### src/hw/gyf_pkg.sv
// Purpose: shared constants for the gyro conditioning path
// Assumes: byte-wide register port, 250 MHz core clock
// Notes: rate periods are whole core cycles, rounded down
package gyf_pkg;
  // ----------------------------------------
  // register map
  // ----------------------------------------
  localparam logic [7:0] GYF_ADDR_Y_OFS_HI = 8'h15;
  localparam logic [7:0] GYF_ADDR_Y_OFS_LO = 8'h16;
  localparam logic [7:0] GYF_ADDR_Z_OFS_HI = 8'h17;
  localparam logic [7:0] GYF_ADDR_Z_OFS_LO = 8'h18;
  localparam logic [7:0] GYF_ADDR_RATE_DIV = 8'h19;
  localparam logic [7:0] GYF_ADDR_PATH_CFG = 8'h1A;

  localparam logic [7:0] GYF_CFG_RESET = 8'h80;
  localparam logic [7:0] GYF_ZERO_BYTE = 8'h00;
  localparam int GYF_CFG_FIFO_POLICY_BIT = 6;
  localparam int GYF_CFG_SYNC_SEL_LSB = 3;
  localparam int GYF_CFG_LPF_LSB = 0;

  localparam logic [2:0] GYF_LPF_WIDE = 3'h0;
  localparam logic [2:0] GYF_LPF_WIDE_HI = 3'h7;
  localparam logic [1:0] GYF_BYPASS_NONE = 2'h0;
  localparam logic [1:0] GYF_BYPASS_WIDE = 2'h2;

  // frame-sync destination codes
  localparam logic [2:0] GYF_SYNC_OFF = 3'h0;
  localparam logic [2:0] GYF_SYNC_TEMP = 3'h1;
  localparam logic [2:0] GYF_SYNC_GX = 3'h2;
  localparam logic [2:0] GYF_SYNC_GY = 3'h3;
  localparam logic [2:0] GYF_SYNC_GZ = 3'h4;
  localparam logic [2:0] GYF_SYNC_AX = 3'h5;
  localparam logic [2:0] GYF_SYNC_AY = 3'h6;
  localparam logic [2:0] GYF_SYNC_AZ = 3'h7;

  // ----------------------------------------
  // timing
  // ----------------------------------------
  localparam int GYF_CLK_PERIOD_NS = 4;
  localparam int GYF_RATE_32K_NS = 31250;
  localparam int GYF_RATE_8K_NS = 125000;
  localparam int GYF_RATE_1K_NS = 1000000;
  localparam int GYF_RATE_32K_CYC = GYF_RATE_32K_NS / GYF_CLK_PERIOD_NS;
  localparam int GYF_RATE_8K_CYC = GYF_RATE_8K_NS / GYF_CLK_PERIOD_NS;
  localparam int GYF_RATE_1K_CYC = GYF_RATE_1K_NS / GYF_CLK_PERIOD_NS;
endpackage

### src/hw/gyf_axis.sv
// Purpose: offset add and one-pole low-pass for one channel
// Assumes: load pulses once per internal sample
// Notes: the offset sum saturates instead of wrapping
`timescale 1ns/1ns
`default_nettype none
module gyf_axis (
  input wire logic clk,
  input wire logic rst_n,
  input wire logic load,
  input wire logic [15:0] raw,
  input wire logic [15:0] offset,
  input wire logic [2:0] shift,
  output logic [15:0] value_q
);
  logic signed [16:0] sum;
  logic signed [15:0] sat;
  logic signed [16:0] diff;
  logic signed [16:0] step;

  always_comb begin
    sum = $signed({raw[15], raw}) + $signed({offset[15], offset});
    if (sum > 17'sh07FFF) begin
      sat = 16'sh7FFF;
    end else if (sum < -17'sh08000) begin
      sat = -16'sh8000;
    end else begin
      sat = sum[15:0];
    end
    diff = $signed({sat[15], sat}) - $signed({value_q[15], value_q});
    step = diff >>> shift;
  end

  always_ff @(posedge clk or negedge rst_n) begin
    if (!rst_n) begin
      value_q <= 16'h0000;
    end else if (load) begin
      // shift 0 means the filter is bypassed
      value_q <= (shift == 3'h0) ? sat : 16'(value_q + step[15:0]);
    end
  end
endmodule
`default_nettype wire

### src/hw/gyf_sync_latch.sv
// Purpose: catch short frame-sync strobes for the sample strobe
// Assumes: pin is asynchronous to the core clock
// Notes: one toggle per output sample, later ones are ignored
`timescale 1ns/1ns
`default_nettype none
module gyf_sync_latch (
  input wire logic clk,
  input wire logic rst_n,
  input wire logic pin,
  input wire logic capture,
  output logic latched_q
);
  logic s1_q, s2_q, s3_q, level_q, armed_q;

  always_ff @(posedge clk or negedge rst_n) begin
    if (!rst_n) begin
      s1_q <= 1'b0;
      s2_q <= 1'b0;
      s3_q <= 1'b0;
    end else begin
      s1_q <= pin;
      s2_q <= s1_q;
      s3_q <= s2_q;
    end
  end

  always_ff @(posedge clk or negedge rst_n) begin
    if (!rst_n) begin
      level_q <= 1'b0;
      latched_q <= 1'b0;
      armed_q <= 1'b1;
    end else begin
      if (s2_q == s3_q) begin
        level_q <= s3_q;
      end
      // a toggle in the capture cycle wins: the strobe takes the old value, the new one waits
      if ((armed_q || capture) && s2_q == s3_q && s3_q != level_q) begin
        latched_q <= ~latched_q; // RULE10
        armed_q <= 1'b0;
      end else if (capture) begin
        armed_q <= 1'b1; // RULE10
      end
    end
  end

  held_latch_a: assert property (@(posedge clk) disable iff (!rst_n) // RULE10
    !armed_q && !capture |=> $stable(latched_q))
    else $error("latched sync changed while not armed");
endmodule
`default_nettype wire

### src/hw/gyf_top.sv
// Purpose: gyro offset, rate divider and path configuration
// Assumes: raw samples are valid whenever the internal tick fires
// Notes: bypass field comes from the gyro config register elsewhere
// Summary of operation
// RULE1: each gyro axis adds its signed 16-bit user offset before output; code has Y and Z offsets only, X adds zero.
// RULE2: offset high byte holds bits 15..8, low byte bits 7..0.
// RULE3: output rate is 1 kHz divided by one plus divider value.
// RULE4: divider acts only with bypass 00 and setting 1 to 6.
// RULE5: the divided rate also paces FIFO sample writes.
// RULE6: config bit 7 resets to 1; host should clear it.
// RULE7: policy bit 6 set and FIFO full drops new writes.
// RULE8: policy bit 6 clear and FIFO full overwrites oldest entry.
// RULE9: sync select 0 off; 1..7 picks temp, gyro, accel low bit.
// RULE10: sync latch toggles once, then waits for sample strobe capture.
// RULE11: low-pass setting bits 2..0 used only with bypass 00.
// RULE12: internal rate 32 kHz bypassed, 8 kHz at 0/7, else 1 kHz.
// RULE13: settings map to fixed bandwidths, widest at 0 and 7.
// RULE14: two-bit bypass field lives in another register.
// RULE15: new offsets and divider take effect at next internal sample.
//
// The plain strobed port was left to the implementer.
`timescale 1ns/1ns
`default_nettype none
module gyf_top #(
  parameter int RATE_32K_CYC = gyf_pkg::GYF_RATE_32K_CYC,
  parameter int RATE_8K_CYC = gyf_pkg::GYF_RATE_8K_CYC,
  parameter int RATE_1K_CYC = gyf_pkg::GYF_RATE_1K_CYC
) (
  input wire logic CORE_CLK,
  input wire logic RESETN,
  input wire logic [7:0] REG_ADDR,
  input wire logic [7:0] REG_WDATA,
  input wire logic REG_WR,
  input wire logic REG_RD,
  output logic [7:0] REG_RDATA,
  input wire logic [1:0] FILTER_BYPASS_FIELD,
  input wire logic FRAME_SYNC_INPUT,
  input wire logic [15:0] RAW_TEMP,
  input wire logic [15:0] RAW_ROT_X,
  input wire logic [15:0] RAW_ROT_Y,
  input wire logic [15:0] RAW_ROT_Z,
  input wire logic [15:0] RAW_ACCEL_X,
  input wire logic [15:0] RAW_ACCEL_Y,
  input wire logic [15:0] RAW_ACCEL_Z,
  output logic INTERNAL_TICK,
  output logic [2:0] RATE_SEL,
  output logic SAMPLE_STROBE,
  output logic [15:0] OUT_TEMP,
  output logic [15:0] OUT_ROT_X,
  output logic [15:0] OUT_ROT_Y,
  output logic [15:0] OUT_ROT_Z,
  output logic [15:0] OUT_ACCEL_X,
  output logic [15:0] OUT_ACCEL_Y,
  output logic [15:0] OUT_ACCEL_Z,
  input wire logic FIFO_FULL,
  output logic FIFO_WR,
  output logic FIFO_OVERWRITE
);
  import gyf_pkg::*;

  typedef enum logic [2:0] {RATE_32K, RATE_8K, RATE_1K} gyf_rate_e;

  // ----------------------------------------
  // registers
  // ----------------------------------------
  logic [15:0] ofs_y_q, ofs_z_q;
  logic [7:0] div_q, cfg_q;
  logic [7:0] rdata_q;

  always_ff @(posedge CORE_CLK or negedge RESETN) begin
    if (!RESETN) begin
      ofs_y_q <= 16'h0000;
      ofs_z_q <= 16'h0000;
      div_q <= 8'h00;
      cfg_q <= GYF_CFG_RESET; // RULE6
    end else if (REG_WR) begin
      if (REG_ADDR == GYF_ADDR_Y_OFS_HI) begin
        ofs_y_q[15:8] <= REG_WDATA; // RULE2
      end else if (REG_ADDR == GYF_ADDR_Y_OFS_LO) begin
        ofs_y_q[7:0] <= REG_WDATA; // RULE2
      end else if (REG_ADDR == GYF_ADDR_Z_OFS_HI) begin
        ofs_z_q[15:8] <= REG_WDATA; // RULE2
      end else if (REG_ADDR == GYF_ADDR_Z_OFS_LO) begin
        ofs_z_q[7:0] <= REG_WDATA; // RULE2
      end else if (REG_ADDR == GYF_ADDR_RATE_DIV) begin
        div_q <= REG_WDATA;
      end else if (REG_ADDR == GYF_ADDR_PATH_CFG) begin
        cfg_q <= REG_WDATA;
      end
    end
  end

  always_ff @(posedge CORE_CLK or negedge RESETN) begin
    if (!RESETN) begin
      rdata_q <= 8'h00;
    end else if (REG_RD) begin
      if (REG_ADDR == GYF_ADDR_Y_OFS_HI) begin
        rdata_q <= ofs_y_q[15:8];
      end else if (REG_ADDR == GYF_ADDR_Y_OFS_LO) begin
        rdata_q <= ofs_y_q[7:0];
      end else if (REG_ADDR == GYF_ADDR_Z_OFS_HI) begin
        rdata_q <= ofs_z_q[15:8];
      end else if (REG_ADDR == GYF_ADDR_Z_OFS_LO) begin
        rdata_q <= ofs_z_q[7:0];
      end else if (REG_ADDR == GYF_ADDR_RATE_DIV) begin
        rdata_q <= div_q;
      end else if (REG_ADDR == GYF_ADDR_PATH_CFG) begin
        rdata_q <= cfg_q;
      end else begin
        rdata_q <= GYF_ZERO_BYTE;
      end
    end else begin
      // data stands only in the cycle after the read
      rdata_q <= GYF_ZERO_BYTE;
    end
  end

  assign REG_RDATA = rdata_q;

  // ----------------------------------------
  // configuration decode
  // ----------------------------------------
  logic fifo_keep_old;
  logic [2:0] sync_sel;
  logic [2:0] lpf_set;
  logic filter_on;
  logic div_en;
  gyf_rate_e rate;

  assign fifo_keep_old = cfg_q[GYF_CFG_FIFO_POLICY_BIT];
  assign sync_sel = cfg_q[GYF_CFG_SYNC_SEL_LSB +: 3];
  assign lpf_set = cfg_q[GYF_CFG_LPF_LSB +: 3];
  assign filter_on = (FILTER_BYPASS_FIELD == GYF_BYPASS_NONE); // RULE11 RULE14
  assign div_en = filter_on && lpf_set != GYF_LPF_WIDE
    && lpf_set != GYF_LPF_WIDE_HI; // RULE4

  always_comb begin
    if (FILTER_BYPASS_FIELD[0] || FILTER_BYPASS_FIELD == GYF_BYPASS_WIDE) begin
      rate = RATE_32K; // RULE12
    end else if (!div_en) begin
      rate = RATE_8K; // RULE12
    end else begin
      rate = RATE_1K; // RULE12
    end
  end

  assign RATE_SEL = rate;

  // filter pole per setting; a narrower band is a larger shift
  logic [2:0] shift;

  always_comb begin
    shift = 3'h0;
    if (filter_on) begin
      case (lpf_set)
        3'h1: shift = 3'h2; // RULE13
        3'h2: shift = 3'h3; // RULE13
        3'h3: shift = 3'h4; // RULE13
        3'h4: shift = 3'h5; // RULE13
        3'h5: shift = 3'h6; // RULE13
        3'h6: shift = 3'h7; // RULE13
        default: shift = 3'h1; // RULE13
      endcase
    end
  end

  // ----------------------------------------
  // internal sample tick
  // ----------------------------------------
  logic [17:0] tick_cnt_q;
  logic [17:0] period_m1;
  logic tick;

  always_comb begin
    case (rate)
      RATE_32K: period_m1 = 18'(RATE_32K_CYC - 1);
      RATE_8K: period_m1 = 18'(RATE_8K_CYC - 1);
      default: period_m1 = 18'(RATE_1K_CYC - 1);
    endcase
  end

  // a rate change that lowers the period ends the current one early
  assign tick = (tick_cnt_q >= period_m1);

  always_ff @(posedge CORE_CLK or negedge RESETN) begin
    if (!RESETN) begin
      tick_cnt_q <= 18'h00000;
    end else if (tick) begin
      tick_cnt_q <= 18'h00000;
    end else begin
      tick_cnt_q <= tick_cnt_q + 18'h00001;
    end
  end

  assign INTERNAL_TICK = tick;

  // ----------------------------------------
  // shadow copies, loaded between samples
  // ----------------------------------------
  logic [15:0] ofs_y_sh_q, ofs_z_sh_q;
  logic [7:0] div_sh_q;

  always_ff @(posedge CORE_CLK or negedge RESETN) begin
    if (!RESETN) begin
      ofs_y_sh_q <= 16'h0000;
      ofs_z_sh_q <= 16'h0000;
      div_sh_q <= 8'h00;
    end else if (tick) begin
      ofs_y_sh_q <= ofs_y_q; // RULE15
      ofs_z_sh_q <= ofs_z_q; // RULE15
      div_sh_q <= div_q; // RULE15
    end
  end

  // ----------------------------------------
  // rate divider
  // ----------------------------------------
  logic [7:0] div_cnt_q;
  logic strobe;

  assign strobe = tick && (!div_en || div_cnt_q >= div_sh_q); // RULE3 RULE4

  always_ff @(posedge CORE_CLK or negedge RESETN) begin
    if (!RESETN) begin
      div_cnt_q <= 8'h00;
    end else if (tick) begin
      div_cnt_q <= strobe ? 8'h00 : div_cnt_q + 8'h01; // RULE3
    end
  end

  assign SAMPLE_STROBE = strobe;

  // ----------------------------------------
  // channel conditioning
  // ----------------------------------------
  logic [15:0] f_temp, f_gx, f_gy, f_gz;

  gyf_axis u_temp (
    .clk(CORE_CLK),
    .rst_n(RESETN),
    .load(tick),
    .raw(RAW_TEMP),
    .offset(16'h0000),
    .shift(shift),
    .value_q(f_temp)
  );

  gyf_axis u_gx (
    .clk(CORE_CLK),
    .rst_n(RESETN),
    .load(tick),
    .raw(RAW_ROT_X),
    .offset(16'h0000),
    .shift(shift),
    .value_q(f_gx)
  );

  gyf_axis u_gy (
    .clk(CORE_CLK),
    .rst_n(RESETN),
    .load(tick),
    .raw(RAW_ROT_Y),
    .offset(ofs_y_sh_q), // RULE1
    .shift(shift),
    .value_q(f_gy)
  );

  gyf_axis u_gz (
    .clk(CORE_CLK),
    .rst_n(RESETN),
    .load(tick),
    .raw(RAW_ROT_Z),
    .offset(ofs_z_sh_q), // RULE1
    .shift(shift),
    .value_q(f_gz)
  );

  // ----------------------------------------
  // frame sync
  // ----------------------------------------
  logic sync_bit;

  gyf_sync_latch u_sync (
    .clk(CORE_CLK),
    .rst_n(RESETN),
    .pin(FRAME_SYNC_INPUT),
    .capture(strobe),
    .latched_q(sync_bit)
  );

  // ----------------------------------------
  // output registers
  // ----------------------------------------
  function automatic logic [15:0] tag_lsb(input logic [15:0] v, input logic hit, input logic b);
    tag_lsb = hit ? {v[15:1], b} : v;
  endfunction

  // filtered values lag by one cycle, so outputs use the held copies
  always_ff @(posedge CORE_CLK or negedge RESETN) begin
    if (!RESETN) begin
      OUT_TEMP <= 16'h0000;
      OUT_ROT_X <= 16'h0000;
      OUT_ROT_Y <= 16'h0000;
      OUT_ROT_Z <= 16'h0000;
      OUT_ACCEL_X <= 16'h0000;
      OUT_ACCEL_Y <= 16'h0000;
      OUT_ACCEL_Z <= 16'h0000;
    end else if (strobe) begin
      OUT_TEMP <= tag_lsb(f_temp, sync_sel == GYF_SYNC_TEMP, sync_bit); // RULE9
      OUT_ROT_X <= tag_lsb(f_gx, sync_sel == GYF_SYNC_GX, sync_bit); // RULE9
      OUT_ROT_Y <= tag_lsb(f_gy, sync_sel == GYF_SYNC_GY, sync_bit); // RULE9
      OUT_ROT_Z <= tag_lsb(f_gz, sync_sel == GYF_SYNC_GZ, sync_bit); // RULE9
      OUT_ACCEL_X <= tag_lsb(RAW_ACCEL_X, sync_sel == GYF_SYNC_AX, sync_bit); // RULE9
      OUT_ACCEL_Y <= tag_lsb(RAW_ACCEL_Y, sync_sel == GYF_SYNC_AY, sync_bit); // RULE9
      OUT_ACCEL_Z <= tag_lsb(RAW_ACCEL_Z, sync_sel == GYF_SYNC_AZ, sync_bit); // RULE9
    end
  end

  // ----------------------------------------
  // FIFO write policy
  // ----------------------------------------
  assign FIFO_WR = strobe && !(FIFO_FULL && fifo_keep_old); // RULE5 RULE7
  assign FIFO_OVERWRITE = strobe && FIFO_FULL && !fifo_keep_old; // RULE8

  // ----------------------------------------
  // checks
  // ----------------------------------------
  fifo_drop_a: assert property (@(posedge CORE_CLK) disable iff (!RESETN) // RULE7
    strobe && FIFO_FULL && fifo_keep_old |-> !FIFO_WR && !FIFO_OVERWRITE)
    else $error("write not dropped with full fifo");

  fifo_overwrite_a: assert property (@(posedge CORE_CLK) disable iff (!RESETN) // RULE8
    strobe && FIFO_FULL && !fifo_keep_old |-> FIFO_WR && FIFO_OVERWRITE)
    else $error("oldest entry not overwritten");

  fifo_pace_a: assert property (@(posedge CORE_CLK) disable iff (!RESETN) // RULE5
    FIFO_WR |-> strobe)
    else $error("fifo write off the sample strobe");

  div_ignored_a: assert property (@(posedge CORE_CLK) disable iff (!RESETN) // RULE4
    tick && !div_en |-> strobe)
    else $error("divider acted while bypassed");

  div_count_a: assert property (@(posedge CORE_CLK) disable iff (!RESETN) // RULE3
    tick && div_en && div_cnt_q < div_sh_q |-> !strobe ##1 div_cnt_q == $past(div_cnt_q) + 8'h01)
    else $error("divider fired early");

  out_hold_a: assert property (@(posedge CORE_CLK) disable iff (!RESETN) // RULE3
    !strobe |=> $stable(OUT_ROT_Y) && $stable(OUT_TEMP))
    else $error("outputs moved without strobe");

  shadow_hold_a: assert property (@(posedge CORE_CLK) disable iff (!RESETN) // RULE15
    !tick |=> $stable(ofs_y_sh_q) && $stable(div_sh_q))
    else $error("shadow changed mid sample");

  offset_byte_a: assert property (@(posedge CORE_CLK) disable iff (!RESETN) // RULE2
    REG_WR && REG_ADDR == GYF_ADDR_Z_OFS_HI |=> ofs_z_q[15:8] == $past(REG_WDATA))
    else $error("offset high byte not stored");

  sync_place_a: assert property (@(posedge CORE_CLK) disable iff (!RESETN) // RULE9
    strobe && sync_sel == GYF_SYNC_GZ |=> OUT_ROT_Z[0] == $past(sync_bit))
    else $error("sync bit misplaced");

  rate_pick_a: assert property (@(posedge CORE_CLK) disable iff (!RESETN) // RULE12
    FILTER_BYPASS_FIELD[0] |-> rate == RATE_32K)
    else $error("bypass did not select fastest rate");
endmodule
`default_nettype wire

### config.mk
export PLATFORM = sky130hd
export DESIGN_NAME = gyf_top
export DESIGN_NICKNAME = d
export VERILOG_FILES = /design/src/hw/gyf_pkg.sv /design/src/hw/gyf_axis.sv /design/src/hw/gyf_sync_latch.sv /design/src/hw/gyf_top.sv
export SDC_FILE = /design/constraint.sdc
export NUM_CORES = 1
export LEC_CHECK = 0
export ABC_AREA = 1
export BUFFER_PORTS_ARGS = -buffer_cell sky130_fd_sc_hd__buf_2
export CORE_ASPECT_RATIO = 1.25
export CORE_UTILIZATION = 48
export DETAILED_ROUTE_END_ITERATION = 12
export HOLD_SLACK_MARGIN = 0.05
export PLACE_DENSITY = 0.67
export SLEW_MARGIN = 15
export SYNTH_ARGS = -nofsm -noshare
export SYNTH_HDL_FRONTEND = slang
export SYNTH_HIERARCHICAL = 1
export SYNTH_SLANG_ARGS = --single-unit
### constraint.sdc
create_clock -name CORE_CLK -period 10.89 [get_ports CORE_CLK]
set_input_delay 2.178 -clock CORE_CLK [delete_from_list [all_inputs] [get_ports CORE_CLK]]
set_output_delay 2.178 -clock CORE_CLK [all_outputs]
set_load 0.005 [all_outputs]
==> results of run 1 <==
[report_power, final]
| part | total (W) | internal (W) | switching [W] |
|---|---|---|---|
| Clock | 0.00121 | 0.000711 | 0.000498 |
| Sequential | 0.00134 | 0.00122 | 0.000122 |
| Combinational | 0.00404 | 0.00150 | 0.00253 |
[path summary, 6_finish.rpt]
kind                                                start                           end  slack (ns)  cells past startpoint
worst max-delay path                         RAW_ROT_Z[0]  u_gz/value_q[10]$_DFFE_PN0P_        3.45                     33
min in group asynchronous                          RESETN   u_gz/value_q[3]$_DFFE_PN0P_        1.65                      1
worst max register to register  ofs_z_sh_q[0]$_DFFE_PN0N_  u_gz/value_q[10]$_DFFE_PN0P_        4.75                     32
worst min register to register      u_sync/s1_q$_DFF_PN0_         u_sync/s2_q$_DFF_PN0_        0.35                      0
max in group asynchronous                          RESETN      OUT_ROT_X[9]$_DFFE_PN0P_        7.16                      3
worst min-delay path                u_sync/s1_q$_DFF_PN0_         u_sync/s2_q$_DFF_PN0_        0.35                      0
[final cells by class]
type	instances	share of cell area, %
inverters	476	6.15
well taps	727	3.13
flip-flops and latches	304	26.2
clock buffers	50	3.56
multi-input cells	2889	55.6
repair buffers	276	4.96
diodes	2	0.0172
clock inverters	12	0.439
[placed cells by master, fill, tap and decap left out, types with 17 or more instances in the layout]
cell,n
a21oi_1,188
a31oi_1,27
buf_2,260
clkbuf_16,37
conb_1,35
dfrtp_1,302
ha_1,231
inv_1,455
nand2_1,1110
nand2_2,41
nand3_1,313
nand4_1,22
nor2_1,194
nor2_2,17
nor3_1,23
o21ai_0,307
o22ai_1,37
xnor2_1,55
xor2_1,85
[per-layer routing]
layer	wire length, um	share of wire (%)	GRT usage, %
met5	32	0.043	0
met4	3070	4.1	11.0
met1	31400	42	32.8
met3	3710	5.0	3.87
met2	36600	49	47.6
[through the flow]
stage	std cells	util (%)	power [W]
2_1_floorplan	3784	-	0.00441
3_3_place_gp	4672	51.9	0.00533
3_5_place_dp	4672	51.9	0.00532
4_1_cts	4734	54.1	0.00657
5_1_grt	4735	54.1	0.00720
6_report	4736	54.1	0.00659
[sequential cells by signal, indices dropped and copies added, names as in the netlist, 16 cells and up]
name	flops
u_gx/value_q	16
ofs_z_sh_q	16
ofs_y_q	16
OUT_ROT_X	16
u_temp/value_q	16
OUT_ROT_Z	16
OUT_ACCEL_Z	16
u_gy/value_q	16
ofs_y_sh_q	16
OUT_ROT_Y	16
OUT_ACCEL_X	16
OUT_ACCEL_Y	16
u_gz/value_q	16
OUT_TEMP	16
tick_cnt_q	18
ofs_z_q	16
[critical path, delay by kind of cell]
family / cells / cell delay, ns
buffers and inverters: 5 / 0.44
AOI/OAI and AO/OA: 10 / 1.83
and+or+nand+nor: 10 / 1.25
adders and majority gates: 5 / 1.55
xor gates and xnor gates: 3 / 0.61
[kinds of logic (layout without fill, tap and decap cells)]
kind of cell / after synthesis / in the layout / synth area share [%]
AO/OA/AOI/OAI: 662 / 662 / 14.2
XOR/XNOR: 144 / 144 / 5.13
adder cells (fa/ha/maj): 243 / 243 / 12.0
buffers and inverters: 591 / 814 / 9.44
flip-flops: 304 / 304 / 29.2
multiplexers: 14 / 14 / 0.538
other: 1 / 37 / 0.0144
AND/OR/NAND/NOR: 1791 / 1791 / 29.5
==> flow_summary.json, run 1 <==
{
  "core_um2": 53700,
  "skew_ns": 0.0227,
  "cellLeakagePower_nw": 15.6,
  "status": "completed",
  "postCtsHoldBufs": 0,
  "drc_errors": 0,
  "syn_to_final_growth_pct": 11.5,
  "htree_levels": 2,
  "hold_path.class": "reg2reg",
  "syn_inst": 3750,
  "io_pins": 263,
  "drtIter0Drc": 1686,
  "setup-tns-final_ns": 0,
  "cts.clk_slew.worst_paths_ns": 0.06,
  "syn_area_per_cell_um2": 6.95,
  "vias_per_cell": 5.25,
  "floorplan.initialDensity_pct": 48.5,
  "async_reset_ff_share_pct": 100,
  "yosysTopAreaCell": "dfrtp_1",
  "ys_ff_latch": 304,
  "cts.sinks": 304,
  "synth_top_area_share_pct": 29.0,
  "grt_overflow": 0,
  "yosys-top-cells-area": "dfrtp_1 29%, nand2_1 16%, ha_1 11%",
  "grt_usage_pct": 27.0,
  "rsz0062_at_grt": "false",
  "cp.required_ns": 11.30,
  "hold_viol_final": 0,
  "layout_min_cycle_time_ns": 7.44,
  "wl_mm": 74.8,
  "placed_cell_area_um2": 27900,
  "die_y_um": 262,
  "antenna_found_initial": 6,
  "cts_tree": "built",
  "postSynth.topFlopCell": "dfrtp_1",
  "max_stage_delay_ns": 0.41,
  "fp-row-count": 95,
  "gp_congestion": 0.953,
  "clk_latency_ns": 0.56,
  "ys_seq_area_share_pct": 29.2,
  "synth_cell_types": 61,
  "multiInputGateArea_um2": 16100,
  "vdd_drop_max_v": 0.000147,
  "finalWorstSetupSlack_ns": 3.45,
  "crit_path_max_fanout": 16,
  "cap_violations": 0,
  "postCtsSetupBuffers": 0,
  "grt_pass1_vias": 23722,
  "final.period_utilization_pct": 68.3,
  "end_kind": "flop",
  "dr.pass1.iters": 8,
  "port_buffers": 261,
  "numCtsBuffers": 35,
  "netlist_area_um2": 26100,
  "final_area_um2": 29100,
  "ctsLongestPathBuffers": 3,
  "clock_tree.root_cell": "clkbuf_16",
  "worstSetupPathType": "in2reg",
  "grt_start_max_net_pins": 148,
  "pre_cts_slack_ns": 3.00,
  "ys_warn_count": 6,
  "fin_nets": 4361,
  "synth_edf_count": 0,
  "yosys-top-cells-count": "1,110 x nand2_1, 456 x inv_1, 313 x nand3_1",
  "finalMaxSlewViolations": 0,
  "whs_ns": 0.350,
  "grt_pass1_wl_mm": 120,
  "dpl.hpwl_mm": 58.2,
  "die_area_um2": 55200,
  "critical_path_arrival_ns": 7.85,
  "fp.dieW_um": 210,
  "num_vias": 24857,
  "slowest_stage": "fa_1",
  "max-slew-margin-rel_pct": 33.8,
  "ant_nets": 0,
  "drive_gt1_share_pct": 11.8,
  "powerDensity_nw_per_um2": 227,
  "max_freq_ghz": 0.134,
  "cts_resized": 0,
  "synthMostInstantiatedCell": "nand2_1",
  "routedWlPerCell_um": 15.8,
  "seqCellArea_um2": 7610,
  "worstMarginPinSlew_ns": 0.993,
  "start_kind": "input port",
  "finalSetupViolCount": 0,
  "fillers": 5463
}
(Power assumes the default switching activity.)
==> run 2, diff against run 1 <==
--- a/config.mk
+++ b/config.mk
@@ -11,7 +11,7 @@
 export CORE_UTILIZATION = 48
 export DETAILED_ROUTE_END_ITERATION = 12
 export HOLD_SLACK_MARGIN = 0.05
-export PLACE_DENSITY = 0.67
+export PLACE_DENSITY = 0.7
 export SLEW_MARGIN = 15
 export SYNTH_ARGS = -nofsm -noshare
 export SYNTH_HDL_FRONTEND = slang
==> constraint.sdc (replaced) <==
create_clock -name CORE_CLK -period 6.7 [get_ports CORE_CLK]
set_input_delay 1.34 -clock CORE_CLK [delete_from_list [all_inputs] [get_ports CORE_CLK]]
set_output_delay 1.34 -clock CORE_CLK [all_outputs]
set_load 0.005 [all_outputs]
==> run 2 against run 1 <==
Cell count up 1.6%. Utilization up 1.2 points. Die area unchanged. Power up 67%. Clock skew down 0.0073 ns. Sequential power up 63%. Global-route usage up 0.097 points. Critical path type unchanged.
==> flow_summary.json, run 2 (same netlist as run 1, synthesis figures left out) <==
{
  "clock_tree.root_cell": "clkbuf_16",
  "pre_cts_slack_ns": -0.211,
  "whs_ns": 0.357,
  "finalPower_w": 0.0110,
  "largest_reg_flops": 18,
  "routedWlPerCell_um": 15.6,
  "cp.required_ns": 7.11,
  "placed_cell_area_um2": 28400,
  "hold_viol_final": 0,
  "dr.pass1.iters": 6,
  "syn_to_final_growth_pct": 13.9,
  "grt_pass1_vias": 24095,
  "core_um2": 53700,
  "setup-tns-final_ns": 0,
  "critical_path_arrival_ns": 6.60,
  "regMostFlops": "tick_cnt_q",
  "hp-start": "u_sync/s1_q$_DFF_PN0_",
  "hold_path.class": "reg2reg",
  "max-slew-margin-rel_pct": 34.6,
  "finalWorstSetupSlack_ns": 0.506,
  "critPathTopFamily": "adder cells",
  "cap_violations": 0,
  "max_freq_ghz": 0.161,
  "worstSetupPathType": "in2reg",
  "gp_congestion": 0.958,
  "final.period_utilization_pct": 92.5,
  "cp_common_cell": "inv_1",
  "fin_nets": 4435,
  "fillers": 5348,
  "grt_pass1_wl_mm": 121,
  "floorplan.initialDensity_pct": 48.5,
  "final_area_um2": 29700,
  "gr-usage-met2_pct": 49.2,
  "r2r_end": "u_gz/value_q[10]$_DFFE_PN0P_",
  "drive_gt1_share_pct": 13.5,
  "mostFrequentLayoutCell": "nand2_1",
  "holdPathStages": 0,
  "reg2reg_depth": 33,
  "worstHoldEndpoint": "u_sync/s2_q$_DFF_PN0_",
  "top_usage_layer": "met2",
  "end_kind": "flop",
  "path_buf_inv": 7,
  "use_met3_pct": 2.87,
  "grt_usage_pct": 27.1,
  "grt_start_max_net_pins": 141,
  "worstMarginPinSlew_ns": 0.981,
  "pwr-share-seq_pct": 19.8,
  "cts.sinks": 304,
  "htree_levels": 2,
  "skew_ns": 0.0154,
  "num_vias": 25171,
  "postCtsHoldBufs": 0,
  "finalSetupViolCount": 0,
  "dpl.hpwl_mm": 58.3,
  "timing.rr.start": "ofs_z_sh_q[10]$_DFFE_PN0N_",
  "grt_overflow": 0,
  "wl_mm": 75.0,
  "fp-row-count": 95,
  "pwr-share-clk_pct": 18.5,
  "numCtsBuffers": 37,
  "vdd_drop_max_v": 0.000203,
  "vias_per_cell": 5.23,
  "clk_latency_ns": 0.56,
  "die_y_um": 262,
  "drtIter0Drc": 1641,
  "max_stage_delay_ns": 0.43,
  "layout_min_cycle_time_ns": 6.19,
  "reg2reg_slack_ns": 0.97,
  "finalMaxSlewViolations": 0,
  "met1_usage_pct": 33.1,
  "ant_nets": 0,
  "start_kind": "input port",
  "p_sw_share_pct": 46.7,
  "slowest_stage": "fa_1",
  "ctsLongestPathBuffers": 3,
  "cts.clk_slew.worst_paths_ns": 0.06,
  "status": "completed",
  "internal-power_w": 0.00586,
  "io_pins": 263,
  "crit_path_max_fanout": 10,
  "fp.dieW_um": 210,
  "p_comb_share_pct": 61.7,
  "layout_common_cells": "1,110 x nand2_1, 455 x inv_1, 313 x nand3_1, 303 x o21ai_0, 302 x dfrtp_1",
  "cellLeakagePower_nw": 16.0,
  "port_buffers": 261,
  "powerDensity_nw_per_um2": 370,
  "drc_errors": 0,
  "rsz0062_at_grt": "false",
  "die_area_um2": 55200,
  "cts_tree": "built",
  "antenna_found_initial": 5,
  "power_switching_w": 0.00514
}
-- run 2: cell count changes in the layout (fill, tap and decap cells not counted), sizes merged --
cell,before,now
diode,2,3
clkinvlp,4,5
buf,276,348
clkinv,12,11
clkbuf,50,52
inv,470,471
-- run 2: timing repair --
action	in CTS	in global routing
setup endpoints to repair	0	9
resized for setup	0	7
setup buffers	0	0
-- run 2: metrics by stage --
step / instances / util [%]
6_report: 4812 / 55.3
3_3_place_gp: 4744 / 52.9
2_1_floorplan: 3784 / -
4_1_cts: 4809 / 55.2
5_1_grt: 4811 / 55.3
3_5_place_dp: 4744 / 52.9
-- run 2: power by group through the flow --
stage                     logic [W]  registers (W)  clock network [W]
after floorplan             0.00503        0.00214                  0
after global placement      0.00662        0.00221                  0
after detailed placement    0.00663        0.00221                  0
after CTS                   0.00668        0.00218            0.00208
after global routing        0.00766        0.00220            0.00214
final                       0.00679        0.00218            0.00203
-- run 2: area by class of cell --
cell class / count / area (um2) / area share, %
Antenna cell: 3 / 7.51 / 0.0253
Clock buffer: 52 / 1080 / 3.65
Clock inverter: 13 / 135 / 0.455
Inverter: 476 / 1790 / 6.02
Multi-Input combinational cell: 2889 / 16200 / 54.4
Sequential cell: 304 / 7610 / 25.6
Tap cell: 727 / 910 / 3.06
Timing Repair Buffer: 348 / 1990 / 6.72
-- run 2: metal layers --
metal	part of all wire, %	up-vias	routed length, um
met5	0.017	-	13
met4	3.1	2	2310
met3	4.5	125	3370
met2	49	594	37100
met1	43	11660	32200
li1	-	12790	-
-- run 2: how the worst max path moves through the flow --
stage | start | to | slack (ns) | cells after the start
after floorplan | RAW_ROT_Y[0] | u_gy/value_q[10]$_DFFE_PN0P_ | 0.54 | 33
after global placement | RAW_ROT_Y[0] | u_gy/value_q[12]$_DFFE_PN0P_ | -0.16 | 36
after detailed placement | RAW_ROT_Y[0] | u_gy/value_q[12]$_DFFE_PN0P_ | -0.21 | 36
after CTS | RAW_ROT_Y[0] | u_gy/value_q[12]$_DFFE_PN0P_ | 0.35 | 36
after global routing | RAW_ROT_Y[0] | u_gy/value_q[14]$_DFFE_PN0P_ | 0.003 | 43
final | RAW_ROT_Y[0] | u_gy/value_q[12]$_DFFE_PN0P_ | 0.51 | 36
==> run 3, diff against run 2 <==
--- a/config.mk
+++ b/config.mk
@@ -11,7 +11,7 @@
 export CORE_UTILIZATION = 48
 export DETAILED_ROUTE_END_ITERATION = 12
 export HOLD_SLACK_MARGIN = 0.05
-export PLACE_DENSITY = 0.7
+export PLACE_DENSITY = 0.67
 export SLEW_MARGIN = 15
 export SYNTH_ARGS = -nofsm -noshare
 export SYNTH_HDL_FRONTEND = slang
==> constraint.sdc (replaced) <==
create_clock -name CORE_CLK -period 5.8 [get_ports CORE_CLK]
set_input_delay 1.16 -clock CORE_CLK [delete_from_list [all_inputs] [get_ports CORE_CLK]]
set_output_delay 1.16 -clock CORE_CLK [all_outputs]
set_load 0.005 [all_outputs]
==> run 3 against run 2 <==
Clock power grew 21%. Critical path type unchanged. Power grew 39%. Cell count grew 6.5%.
==> flow_summary.json, run 3 (same netlist as run 1, synthesis figures left out) <==
{
  "rsz0062_at_grt": "true",
  "mostFrequentLayoutCell": "nand2_1",
  "largest_reg_flops": 18,
  "wl_mm": 77.7,
  "wl_met2_mm": 38.3,
  "status": "completed",
  "die_y_um": 262,
  "port_buffers": 261,
  "layout_common_cells": "1,080 x nand2_1, 447 x inv_1, 392 x buf_4, 304 x nand3_1, 302 x dfrtp_1",
  "slowest_stage": "fa_2",
  "postCtsHoldBufs": 0,
  "finalPower_w": 0.0153,
  "htree_levels": 2,
  "regMostFlops": "tick_cnt_q",
  "cp.required_ns": 6.30,
  "worstMarginPinSlew_ns": 1.16,
  "cts_tree": "built",
  "top_layer_used": "met5",
  "layout_min_cycle_time_ns": 5.58,
  "cts.clk_slew.worst_paths_ns": 0.06,
  "finalSetupViolCount": 0,
  "final.period_utilization_pct": 96.2,
  "placed_cell_area_um2": 30800,
  "max_stage_delay_ns": 0.33,
  "crit_path_max_fanout": 7,
  "vias_per_cell": 5.14,
  "io_pins": 263,
  "antenna_found_initial": 7,
  "grt_start_max_net_pins": 122,
  "ant_nets": 0,
  "fillers": 5023,
  "setup-tns-final_ns": 0,
  "end_kind": "flop",
  "syn_to_final_growth_pct": 26.6,
  "routedWlPerCell_um": 15.2,
  "grt_overflow": 0,
  "grt_pass1_wl_mm": 124,
  "fin_nets": 4749,
  "grt_usage_pct": 27.6,
  "critical_path_arrival_ns": 6.08,
  "fp.dieW_um": 210,
  "dpl.hpwl_mm": 59.3,
  "path_buf_inv": 8,
  "wl_met1_mm": 32.7,
  "vdd_drop_max_v": 0.000289,
  "cellLeakagePower_nw": 17.7,
  "cp_common_cell": "inv_1",
  "pre_cts_slack_ns": -0.503,
  "core_um2": 53700,
  "clk_latency_ns": 0.57,
  "max_freq_ghz": 0.179,
  "grt_pass1_vias": 25094,
  "hold_viol_final": 0,
  "drc_errors": 0,
  "met3_length_mm": 3.63,
  "floorplan.initialDensity_pct": 48.5,
  "worstSetupPathType": "in2reg",
  "utilization_pct": 61.4,
  "hold_path.class": "reg2reg",
  "finalMaxSlewViolations": 0,
  "final_area_um2": 33000,
  "finalWorstSetupSlack_ns": 0.218,
  "max-slew-margin-rel_pct": 22.5,
  "drtIter0Drc": 1525,
  "ctsLongestPathBuffers": 3,
  "powerDensity_nw_per_um2": 464,
  "fp-row-count": 95,
  "die_area_um2": 55200,
  "critPathTopFamily": "compound AO/OA/AOI/OAI gates",
  "drive_gt1_share_pct": 23.1,
  "start_kind": "input port",
  "clock_tree.root_cell": "clkbuf_16",
  "numCtsBuffers": 36,
  "cts.sinks": 304,
  "dr.pass1.iters": 5,
  "cap_violations": 0,
  "gp_congestion": 0.954,
  "num_vias": 26378,
  "skew_ns": 0.0236
}
-- run 3: cell count changes in the layout (fill, tap and decap cells not counted), sizes merged, moves of 3 or more --
cell	before	now
clkinvlp	5	2
clkbuf	52	48
buf	348	663
inv	471	475
bufinv	2	5
-- run 3: cell type report --
class / count / area (um2) / area share, %
multi-input combinational: 2889 / 17000 / 51.5
sequential: 304 / 7610 / 23.1
antenna: 2 / 5.00 / 0.0152
inverter: 476 / 1790 / 5.42
clock inverter: 18 / 250 / 0.759
tap: 727 / 910 / 2.76
clock buffer: 48 / 1030 / 3.11
timing repair buffer: 663 / 4430 / 13.4
-- run 3: worst paths after layout --
check	startpoint	end	slack (ns)	depth (start not counted)
hold reg to reg	u_sync/s1_q$_DFF_PN0_	u_sync/s2_q$_DFF_PN0_	0.39	0
max in group asynchronous	RESETN	OUT_TEMP[8]$_DFFE_PN0P_	4.10	2
setup reg to reg	ofs_z_sh_q[0]$_DFFE_PN0N_	u_gz/value_q[8]$_DFFE_PN0P_	0.36	33
hold / removal	u_sync/s1_q$_DFF_PN0_	u_sync/s2_q$_DFF_PN0_	0.39	0
min in group asynchronous	RESETN	ofs_z_sh_q[10]$_DFFE_PN0N_	0.56	1
setup / recovery	RAW_ROT_Y[0]	u_gy/value_q[14]$_DFFE_PN0P_	0.22	38
-- run 3: power by group --
group | leakage (nW) | switching, W | internal (W)
clock | 0.623 | 0.000975 | 0.00148
combinational | 13.4 | 0.00550 | 0.00481
sequential | 3.68 | 0.000233 | 0.00230
-- run 3: routing by layer --
layer	track usage, %	vias to the layer above
met1	33.3	12155
met5	0	-
met2	49.3	622
li1	-	13421
met4	10.7	10
met3	4.04	170
-- run 3: timing repair --
item,CTS,global route
buffers inserted,0,27
gates resized for setup,0,200
endpoints found under the setup margin,0,34
-- run 3: per-stage QoR --
| step | instances | hold slack, ns |
|---|---|---|
| final | 5127 | 0.392 |
| after global placement | 5032 | 0.372 |
| after floorplan | 3784 | 0.331 |
| after CTS | 5098 | 0.398 |
| after detailed placement | 5032 | 0.379 |
| after global routing | 5127 | 0.396 |
